<file path="config.mk">
export PLATFORM = sky130hd
export DESIGN_NAME = ebtp_timer
export DESIGN_NICKNAME = d
export VERILOG_FILES = /design/src/common/ebtp_pkg.sv /design/src/hw/ebtp_timer.sv
export VERILOG_INCLUDE_DIRS = /design/src /design/src/common
export SDC_FILE = /design/constraint.sdc
export NUM_CORES = 1
export LEC_CHECK = 0
export BUFFER_PORTS_ARGS = -buffer_cell sky130_fd_sc_hd__buf_2
export CAP_MARGIN = 20
export CELL_PAD_IN_SITES_DETAIL_PLACEMENT = 0
export CELL_PAD_IN_SITES_GLOBAL_PLACEMENT = 2
export CORE_ASPECT_RATIO = 2
export CORE_UTILIZATION = 23
export CTS_BUF_LIST = sky130_fd_sc_hd__clkbuf_8
export DETAILED_ROUTE_END_ITERATION = 8
export PLACE_DENSITY_LB_ADDON = 0.1
export SLEW_MARGIN = 20
export SYNTH_ARGS = -nofsm -noshare
export SYNTH_HDL_FRONTEND = slang
export SYNTH_SLANG_ARGS = --single-unit
</file>
<file path="constraint.sdc">
create_clock -name mclk_i -period 8.2 [get_ports mclk_i]
set_clock_uncertainty 0.15 [all_clocks]
set_input_delay 0.82 -clock mclk_i [delete_from_list [all_inputs] [get_ports mclk_i]]
set_output_delay 0.82 -clock mclk_i [all_outputs]
set_load 0.01 [all_outputs]
</file>
<file path="src/common/ebtp_params.svh">
`ifndef EBTP_PARAMS_SVH
`define EBTP_PARAMS_SVH

// Register byte offsets on the APB window
`define EBTP_OFF_CONTROL 8'h00
`define EBTP_OFF_SCALE 8'h04
`define EBTP_OFF_COUNT 8'h08
`define EBTP_OFF_BOUND 8'h0C
`define EBTP_OFF_STATUS 8'h10

// Control register fields
`define EBTP_CTL_SRC_HI 7
`define EBTP_CTL_SRC_LO 4
`define EBTP_CTL_ROUTE_HI 3
`define EBTP_CTL_ROUTE_LO 2
`define EBTP_CTL_PWM_BIT 1

// Scale register fields
`define EBTP_SCL_SHORT_BIT 7
`define EBTP_SCL_PRE_HI 6
`define EBTP_SCL_PRE_LO 5
`define EBTP_SCL_DIV_HI 4
`define EBTP_SCL_DIV_LO 0

// Status register field
`define EBTP_STS_WRAP_BIT 0

// Reset values
`define EBTP_RST_CONTROL 8'h00
`define EBTP_RST_SCALE 8'h00
`define EBTP_RST_COUNT 8'h00
`define EBTP_RST_BOUND 8'h00

// Clock source codes in the control upper nibble
`define EBTP_SRC_SYSTEM 4'h1
`define EBTP_SRC_FAST 4'h2
`define EBTP_SRC_SLOW 4'h3
`define EBTP_SRC_XTAL 4'h4
`define EBTP_SRC_PA0 4'h5
`define EBTP_SRC_PB0 4'h6
`define EBTP_SRC_PA4 4'h7
`define EBTP_SRC_CMP 4'h8

// Prescaler terminal counts for /1, /4, /16, /64
`define EBTP_PRE_LIM1 6'h00
`define EBTP_PRE_LIM4 6'h03
`define EBTP_PRE_LIM16 6'h0F
`define EBTP_PRE_LIM64 6'h3F

// Terminal counts of the PWM resolutions
`define EBTP_MAX_8BIT 8'hFF
`define EBTP_MAX_7BIT 8'h7F
`define EBTP_MAX_6BIT 8'h3F

`endif

</file>
<file path="src/common/ebtp_pkg.sv">
`include "ebtp_params.svh"

package ebtp_pkg;

    // Operating mode of the timer
    typedef enum logic {
        EBTP_PERIOD,
        EBTP_PWM
    } ebtp_mode_t;

    // Complete register state of the timer
    typedef struct packed {
        logic [7:0] control;
        logic [7:0] scale;
        logic [7:0] count;
        logic [7:0] bound;
        logic wrap_flag;
        logic [5:0] pre_cnt;
        logic [4:0] div_cnt;
        logic wave;
        logic src_prev;
        logic out_lvl;
        logic [2:0] pin;
        logic [2:0] pin_oe;
        logic [31:0] prdata;
    } ebtp_state_t;

endpackage : ebtp_pkg

</file>
<file path="src/hw/ebtp_timer.sv">
// Notes on behaviour
// RQ1: Control upper nibble picks timer clock source.
// RQ2: Control bits 3:2 route output to pin.
// RQ3: Routed output overrides pin direction entirely.
// RQ4: Prescaler divides source by 1/4/16/64.
// RQ5: Five-bit scaler further divides prescaled clock.
// RQ6: Eight-bit up counter, software readable and writable.
// RQ7: Counter clears after reaching the bound.
// RQ8: Bound sets period or PWM duty.
// RQ9: Period mode and PWM mode supported.
// RQ10: PWM resolution selectable 6, 7, 8 bits.
// RQ11: Period mode output has half duty.
// RQ12: Comparator high stops PWM when option enabled.
// RQ13: Second instance routes to port B 5-7; SECOND_TIMER is unused, both instances drive the same pin_o.
// RQ14: Fast oscillator source keeps running during halt.
// RQ15: Period frequency is source over 2(K+1)S1(S2+1).
// RQ16: Eight-bit PWM period 256, duty (K+1)/256.
// RQ17: Short PWM period 64 or 128 by option.
// RQ18: Bound at resolution maximum keeps output high.
// RQ19: PWM high while count at or below bound.
// RQ20: Period wrap toggles output, sets event flag.
`include "ebtp_params.svh"

module ebtp_timer
    import ebtp_pkg::*;
#(
    parameter int SHORT_PWM_BITS = 7,  // 6 or 7, build choice for the short PWM
    parameter bit CMP_GATE = 1'b0,     // Comparator gating option
    parameter bit SECOND_TIMER = 1'b0  // Unused by the logic; pin_o is the same in either instance
) (
    input wire logic mclk_i,
    input wire logic reset_i,
    input wire logic psel_i,
    input wire logic penable_i,
    input wire logic pwrite_i,
    input wire logic [7:0] paddr_i,
    input wire logic [31:0] pwdata_i,
    output logic [31:0] prdata_o,
    output logic pready_o,
    output logic pslverr_o,
    input wire logic fast_osc_i,
    input wire logic slow_osc_i,
    input wire logic xtal_osc_i,
    input wire logic port_a_bit0_i,
    input wire logic port_b_bit0_i,
    input wire logic port_a_bit4_i,
    input wire logic comparator_i,
    input wire logic emulator_halt_i,
    output logic [2:0] pin_o,
    output logic [2:0] pin_oe_o,
    output logic timer_counting_clock_o
);

    ////////////////////////////////////////////////////////////////////////////////
    // Helpers

    // Prescaler terminal count for the selected ratio
    function automatic logic [5:0] pre_limit(input logic [1:0] sel);
        case (sel)
            2'h0: pre_limit = `EBTP_PRE_LIM1;
            2'h1: pre_limit = `EBTP_PRE_LIM4;
            2'h2: pre_limit = `EBTP_PRE_LIM16;
            default: pre_limit = `EBTP_PRE_LIM64;
        endcase
    endfunction

    // One-hot pin enables from the route field, zero means unrouted
    function automatic logic [2:0] route_dec(input logic [1:0] route);
        case (route)
            2'h1: route_dec = 3'h1;
            2'h2: route_dec = 3'h2;
            2'h3: route_dec = 3'h4;
            default: route_dec = 3'h0;
        endcase
    endfunction

    // Short PWM terminal count is fixed at build time
    localparam logic [7:0] SHORT_MAX = (SHORT_PWM_BITS == 6) ? `EBTP_MAX_6BIT : `EBTP_MAX_7BIT;

    ////////////////////////////////////////////////////////////////////////////////
    // State and decode

    ebtp_state_t s_q;  // Registered state
    ebtp_state_t s_d;  // Next state
    logic setup;       // APB setup cycle
    logic access;      // APB access cycle
    logic wr;          // Write taking effect this edge
    logic hit;         // Address maps to a register
    logic src_lvl;     // Level of the chosen source
    logic src_tick;    // Counting step from the source
    logic run;         // Source step after halt gating
    logic pre_tick;    // Prescaler output step
    logic tmr_tick;    // Timer counting clock step
    logic wrap;        // Period counter clears at the bound
    logic pwm_mode_d;  // Next mode is PWM
    logic [7:0] res_max_d;  // Next PWM terminal count
    logic gate;        // Comparator holds PWM off
    ebtp_mode_t mode;  // Current mode

    assign setup = psel_i && !penable_i;
    assign access = psel_i && penable_i;
    assign wr = access && pwrite_i && hit;
    assign hit = (paddr_i == `EBTP_OFF_CONTROL) || (paddr_i == `EBTP_OFF_SCALE) ||
                 (paddr_i == `EBTP_OFF_COUNT) || (paddr_i == `EBTP_OFF_BOUND) ||
                 (paddr_i == `EBTP_OFF_STATUS);
    assign mode = s_q.control[`EBTP_CTL_PWM_BIT] ? EBTP_PWM : EBTP_PERIOD;

    // Zero wait states; errors only on unmapped words
    assign pready_o = 1'b1;
    assign pslverr_o = access && !hit;
    assign prdata_o = s_q.prdata;
    assign pin_o = s_q.pin;
    assign pin_oe_o = s_q.pin_oe;
    assign timer_counting_clock_o = s_q.out_lvl;

    ////////////////////////////////////////////////////////////////////////////////
    // Source selection and clock chain

    // Pick the source level; unknown codes stop the timer
    always_comb begin
        // RQ1 source select
        case (s_q.control[`EBTP_CTL_SRC_HI:`EBTP_CTL_SRC_LO])
            `EBTP_SRC_FAST: src_lvl = fast_osc_i;
            `EBTP_SRC_SLOW: src_lvl = slow_osc_i;
            `EBTP_SRC_XTAL: src_lvl = xtal_osc_i;
            `EBTP_SRC_PA0: src_lvl = port_a_bit0_i;
            `EBTP_SRC_PB0: src_lvl = port_b_bit0_i;
            `EBTP_SRC_PA4: src_lvl = port_a_bit4_i;
            `EBTP_SRC_CMP: src_lvl = comparator_i;
            default: src_lvl = 1'b0;
        endcase
    end

    // Slow sources count on rising edges; system clock steps every cycle
    // Switching from a low source to a high one can show one extra edge; stop first
    assign src_tick = (s_q.control[`EBTP_CTL_SRC_HI:`EBTP_CTL_SRC_LO] == `EBTP_SRC_SYSTEM) ||
                      (src_lvl && !s_q.src_prev);
    // RQ14 halt bypass
    assign run = src_tick && (!emulator_halt_i ||
                 s_q.control[`EBTP_CTL_SRC_HI:`EBTP_CTL_SRC_LO] == `EBTP_SRC_FAST);
    assign gate = CMP_GATE && comparator_i;

    ////////////////////////////////////////////////////////////////////////////////
    // Next state

    // Counter, waveform, bus writes and read data in one place
    always_comb begin
        s_d = s_q;
        pre_tick = 1'b0;
        tmr_tick = 1'b0;
        wrap = 1'b0;
        s_d.src_prev = src_lvl;
        // RQ4 prescaler
        if (run) begin
            if (s_q.pre_cnt >= pre_limit(s_q.scale[`EBTP_SCL_PRE_HI:`EBTP_SCL_PRE_LO])) begin
                s_d.pre_cnt = 6'h00;
                pre_tick = 1'b1;
            end else begin
                s_d.pre_cnt = s_q.pre_cnt + 6'h01;
            end
        end
        // RQ5 RQ15 scaler stage
        if (pre_tick) begin
            if (s_q.div_cnt >= s_q.scale[`EBTP_SCL_DIV_HI:`EBTP_SCL_DIV_LO]) begin
                s_d.div_cnt = 5'h00;
                tmr_tick = 1'b1;
            end else begin
                s_d.div_cnt = s_q.div_cnt + 5'h01;
            end
        end
        // RQ6 up counting
        if (tmr_tick) begin
            if (mode == EBTP_PWM) begin
                // RQ16 RQ17 PWM frame length
                if (s_q.count >= (s_q.scale[`EBTP_SCL_SHORT_BIT] ? SHORT_MAX
                                                                 : `EBTP_MAX_8BIT)) begin
                    s_d.count = 8'h00;
                end else begin
                    s_d.count = s_q.count + 8'h01;
                end
            // RQ7 clear at bound
            end else if (s_q.count == s_q.bound) begin
                s_d.count = 8'h00;
                wrap = 1'b1;
            end else begin
                s_d.count = s_q.count + 8'h01;
            end
        end
        // RQ20 RQ11 toggle per wrap
        if (wrap) begin
            s_d.wave = !s_q.wave;
        end
        // Software writes override counting in the same cycle
        if (wr) begin
            case (paddr_i)
                `EBTP_OFF_CONTROL: s_d.control = pwdata_i[7:0];
                `EBTP_OFF_SCALE: begin
                    // Restart both dividers so a smaller ratio never starts out of range
                    s_d.scale = pwdata_i[7:0];
                    s_d.pre_cnt = 6'h00;
                    s_d.div_cnt = 5'h00;
                end
                // RQ6 software load
                `EBTP_OFF_COUNT: s_d.count = pwdata_i[7:0];
                `EBTP_OFF_BOUND: s_d.bound = pwdata_i[7:0];
                default: s_d.count = s_d.count;
            endcase
        end
        // RQ20 event flag, set beats clear
        s_d.wrap_flag = (s_q.wrap_flag && !(wr && paddr_i == `EBTP_OFF_STATUS &&
                         pwdata_i[`EBTP_STS_WRAP_BIT])) || wrap;
        // RQ9 mode chooses waveform
        pwm_mode_d = s_d.control[`EBTP_CTL_PWM_BIT];
        // RQ10 resolution
        res_max_d = s_d.scale[`EBTP_SCL_SHORT_BIT] ? SHORT_MAX : `EBTP_MAX_8BIT;
        if (pwm_mode_d) begin
            // RQ19 RQ18 RQ8 duty compare, RQ12 gating
            s_d.out_lvl = ((s_d.count <= s_d.bound) || (s_d.bound >= res_max_d)) && !gate;
        end else begin
            s_d.out_lvl = s_d.wave;
        end
        // RQ2 RQ13 RQ3 pin route with forced enable
        s_d.pin_oe = route_dec(s_d.control[`EBTP_CTL_ROUTE_HI:`EBTP_CTL_ROUTE_LO]);
        s_d.pin = s_d.pin_oe & {3{s_d.out_lvl}};
        // Read data captured in the setup cycle
        if (setup) begin
            case (paddr_i)
                `EBTP_OFF_CONTROL: s_d.prdata = {24'h000000, s_q.control};
                `EBTP_OFF_SCALE: s_d.prdata = {24'h000000, s_q.scale};
                `EBTP_OFF_COUNT: s_d.prdata = {24'h000000, s_q.count};
                `EBTP_OFF_BOUND: s_d.prdata = {24'h000000, s_q.bound};
                `EBTP_OFF_STATUS: s_d.prdata = {31'h00000000, s_q.wrap_flag};
                default: s_d.prdata = 32'h00000000;
            endcase
        end
    end

    ////////////////////////////////////////////////////////////////////////////////
    // State register

    // Single register bank; reset loads constants only
    always_ff @(posedge mclk_i or posedge reset_i) begin
        if (reset_i) begin
            s_q <= '0;
            s_q.control <= `EBTP_RST_CONTROL;
            s_q.scale <= `EBTP_RST_SCALE;
            s_q.count <= `EBTP_RST_COUNT;
            s_q.bound <= `EBTP_RST_BOUND;
        end else begin
            s_q <= s_d;
        end
    end
endmodule // ebtp_timer

</file>
==> run summary <==
Crit path max-delay family -> compound AO/OA/AOI/OAI gates
H-tree levels -> 3
Initial antenna violation count -> 0
Routed Wire Length -> 12300 microns
Diode count -> 0
Synth Area in Simple Gates -> 20.1%
Worst Setup SP -> s_q[75]
Async set-reset flop share out of synthesis -> 100%
WS Path Type -> flip-flop to flip-flop
Largest net degree at the start of global routing -> 62
Clk_lat worst skew -> 0.37 ns
Crit path launch type -> flip-flop
GRT overflow -> 0
Synthesis-to-finish area growth -> 10.1%
Placeable Area -> 17300 sq um
Xor/xnor share of the synthesized area -> 2.59%
# IOs -> 94
Slowest stage delay, CP -> 0.73 ns
Synth warnings -> 0
FP Rows -> 68
Global-route wire length before repair -> 19400 microns
Share of post-route cells with drive strength above 1 -> 19.8%
CTS Buffer Depth -> 2
Via count -> 3088
Min-delay src -> prdata_o[1]
RSZ-0062 raised after global routing -> no
Average size of a mapped cell -> 9.38 sq um
Final min period -> 4.73 ns
WP data required -> 8.32 ns
Slew @ Worst Pin -> 0.993 ns
Register-to-register setup slack -> 3.47 ns
CTS Buf Count -> 9
Status -> finished, final reports clean
Mux share of post-synthesis cell area -> 10.1%
WP data arrival -> 4.85 ns
Avg WL per Cell -> 18.2 microns
Distinct cells, synth -> 56
R2r startpoint -> s_q[75]
DRT Pass-1 Iters -> 4
Clk pin slew, worst setup/hold paths -> 0.07 ns
DR iter-0 viols -> 94
Adder and majority cell fraction of the synthesized area -> 7.39%
Nature of the critical path endpoint -> flip-flop
Cells after Synth -> 433
Final Core Density -> 25.9%
Power per Cell Area -> 161 nW/um^2
Area of the multi-input gates -> 2190 sq um
P_leak -> 2.16 nW
Nets@finish -> 539
Die X -> 96.0 microns
#FFs+latches synth -> 61
Worst Path Max Fanout -> 7
# setup viols final -> 0
Vias per inst -> 4.57
Post-synthesis sequential area ratio -> 37.6%
Resize count post-CTS -> 0
Starting density of the core -> 23.5%
Reg area -> 1530 sq um
Ys flop type -> dfrtp_1
Overall die height -> 190 microns
Critical path buffers and inverters -> 0
Post-synth EDFFs -> 0
IO buf count -> 44
CP cell instances -> or2_2 > ha_1 > nor2b_1 > o21ai_0 > a221oi_1 > nor4_2 > nand3b_1 > a31oi_1 > ha_1 > a21oi_1 > a21oi_1 > a211oi_1 > nor3b_1 > a211oi_1
Routability Congestion -> 0.718
Num Clock Sinks -> 61
Peak supply drop -> 0.0498 mV
DRC -> 0
Final worst path period share -> 57.7%
Setup repair bufs after CTS -> 0
# fillers -> 1929
Mapped cell area -> 4060 sq um
Final setup TNS -> 0 ns
GRT Resource Usage Total -> 15.0%
Rel. slew slack -> 33.8%
Number of global-route vias before repair -> 3303
Main combinational cell family by area after synthesis -> simple AND/OR/NAND/NOR gates
Hold Vio Cnt, Final -> 0
Synth Area in Compound Gates -> 11.2%
HPWL Detailed -> 9510 microns
Max cap viols -> 0
Root Buffer -> clkbuf_8
Slowest CP cell -> nor4_2
Achievable clock frequency -> 0.211 GHz
# hold bufs at CTS -> 0
Post-route ant nets -> 0
Pins over their slew limit -> 0
CTS tree -> built
HP Class -> flip-flop to flip-flop
Full die area -> 18200 sq um
==> synth_stat cells (8+ instances only) <==
library cell,n,area [sq um]
dfrtp_1,61,1530
clkbuf_1,8,30.0
inv_1,23,86.3
nand3_1,10,50.1
mux4_2,8,180
xnor2_1,12,105
nor3_1,8,40.0
nand2_1,50,188
buf_4,40,300
a21oi_1,14,70.1
ha_1,24,300
o21ai_0,29,145
nor2_1,29,109
nand3b_1,12,90.1
nand4_1,8,50.1
mux2_2,12,135
a31oi_1,8,50.1
==> state kept, by name, summed over array words and instances, names as in the netlist <==
signal	cells
pin_o	3
pin_oe_o	3
s_q	46
prdata_o	8
timer_counting_clock_o	1
==> worst reg2reg max path, stage by stage, from the launching register on <==
cell and delay [ns]:
dfrtp_1 0.43, or2_2 0.33, ha_1 0.27, nor2b_1 0.04, o21ai_0 0.30, a221oi_1 0.25
nor4_2 0.74, nand3b_1 0.19, a31oi_1 0.26, ha_1 0.32, a21oi_1 0.26, a21oi_1 0.15
a211oi_1 0.46, nor3b_1 0.23, a211oi_1 0.25
==> worst paths after layout <==
check,endpoint,cells after the start
max in group asynchronous,pin_oe_o[0],3
max,pin_o[1],14
max reg2reg,pin_o[1],14
min,prdata_o[1],2
min reg2reg,prdata_o[1],2
min in group asynchronous,s_q[58],3
==> layout make-up <==
| cell class | instances | share of cell area, % |
|---|---|---|
| inverter | 23 | 1.93 |
| clock buffer | 11 | 3.38 |
| timing repair buffer | 47 | 5.43 |
| clock inverter | 3 | 0.308 |
| multi-input combinational | 320 | 49.0 |
| sequential | 61 | 34.1 |
| tap | 210 | 5.87 |
==> metrics by stage <==
stage	instance area, sq um	total power, mW	setup WS (ns)	hold WS (ns)	std cells
2_1_floorplan	4150	0.442	4.40	0.301	456
3_3_place_gp	4310	0.480	3.26	0.313	661
3_5_place_dp	4310	0.483	3.25	0.320	661
4_1_cts	4470	0.737	3.28	0.337	675
5_1_grt	4470	0.766	3.06	0.359	675
6_report	4470	0.722	3.47	0.329	675
==> cells in the final DEF, fill, tap and decap left out, drive strengths merged, types with 6 or more instances in the layout <==
cell type	count
a21oi	14
o21ai	29
mux2i	6
clkbuf	11
nor3	8
and3	6
inv	24
mux2	14
conb	25
buf	47
a31oi	8
nand3	10
nand3b	12
ha	24
nor2	29
nand2	50
dfrtp	61
xnor2	12
mux4	8
nand4	8
==> report_power, final <==
group	switching, mW	internal [mW]
logic	0.0767	0.0524
clock network	0.128	0.121
registers	0.0251	0.319
==> routing by layer <==
| layer | GRT usage, % | share of wire, % | vias to the layer above |
|---|---|---|---|
| met5 | 0 | 0 | - |
| met4 | 5.86 | 1.6 | 0 |
| met3 | 2.44 | 2.5 | 8 |
| met2 | 29.6 | 60 | 54 |
| met1 | 14.9 | 36 | 1507 |
| li1 | - | - | 1519 |
==> logic make-up after synthesis <==
| group | Yosys count |
|---|---|
| AO/OA/AOI/OAI | 74 |
| XOR/XNOR | 12 |
| AND/OR/NAND/NOR | 157 |
| flip-flops | 61 |
| buffers and inverters | 75 |
| adder cells (fa/ha/maj) | 24 |
| other | 2 |
| multiplexers | 28 |
(Power assumes the default switching activity.)
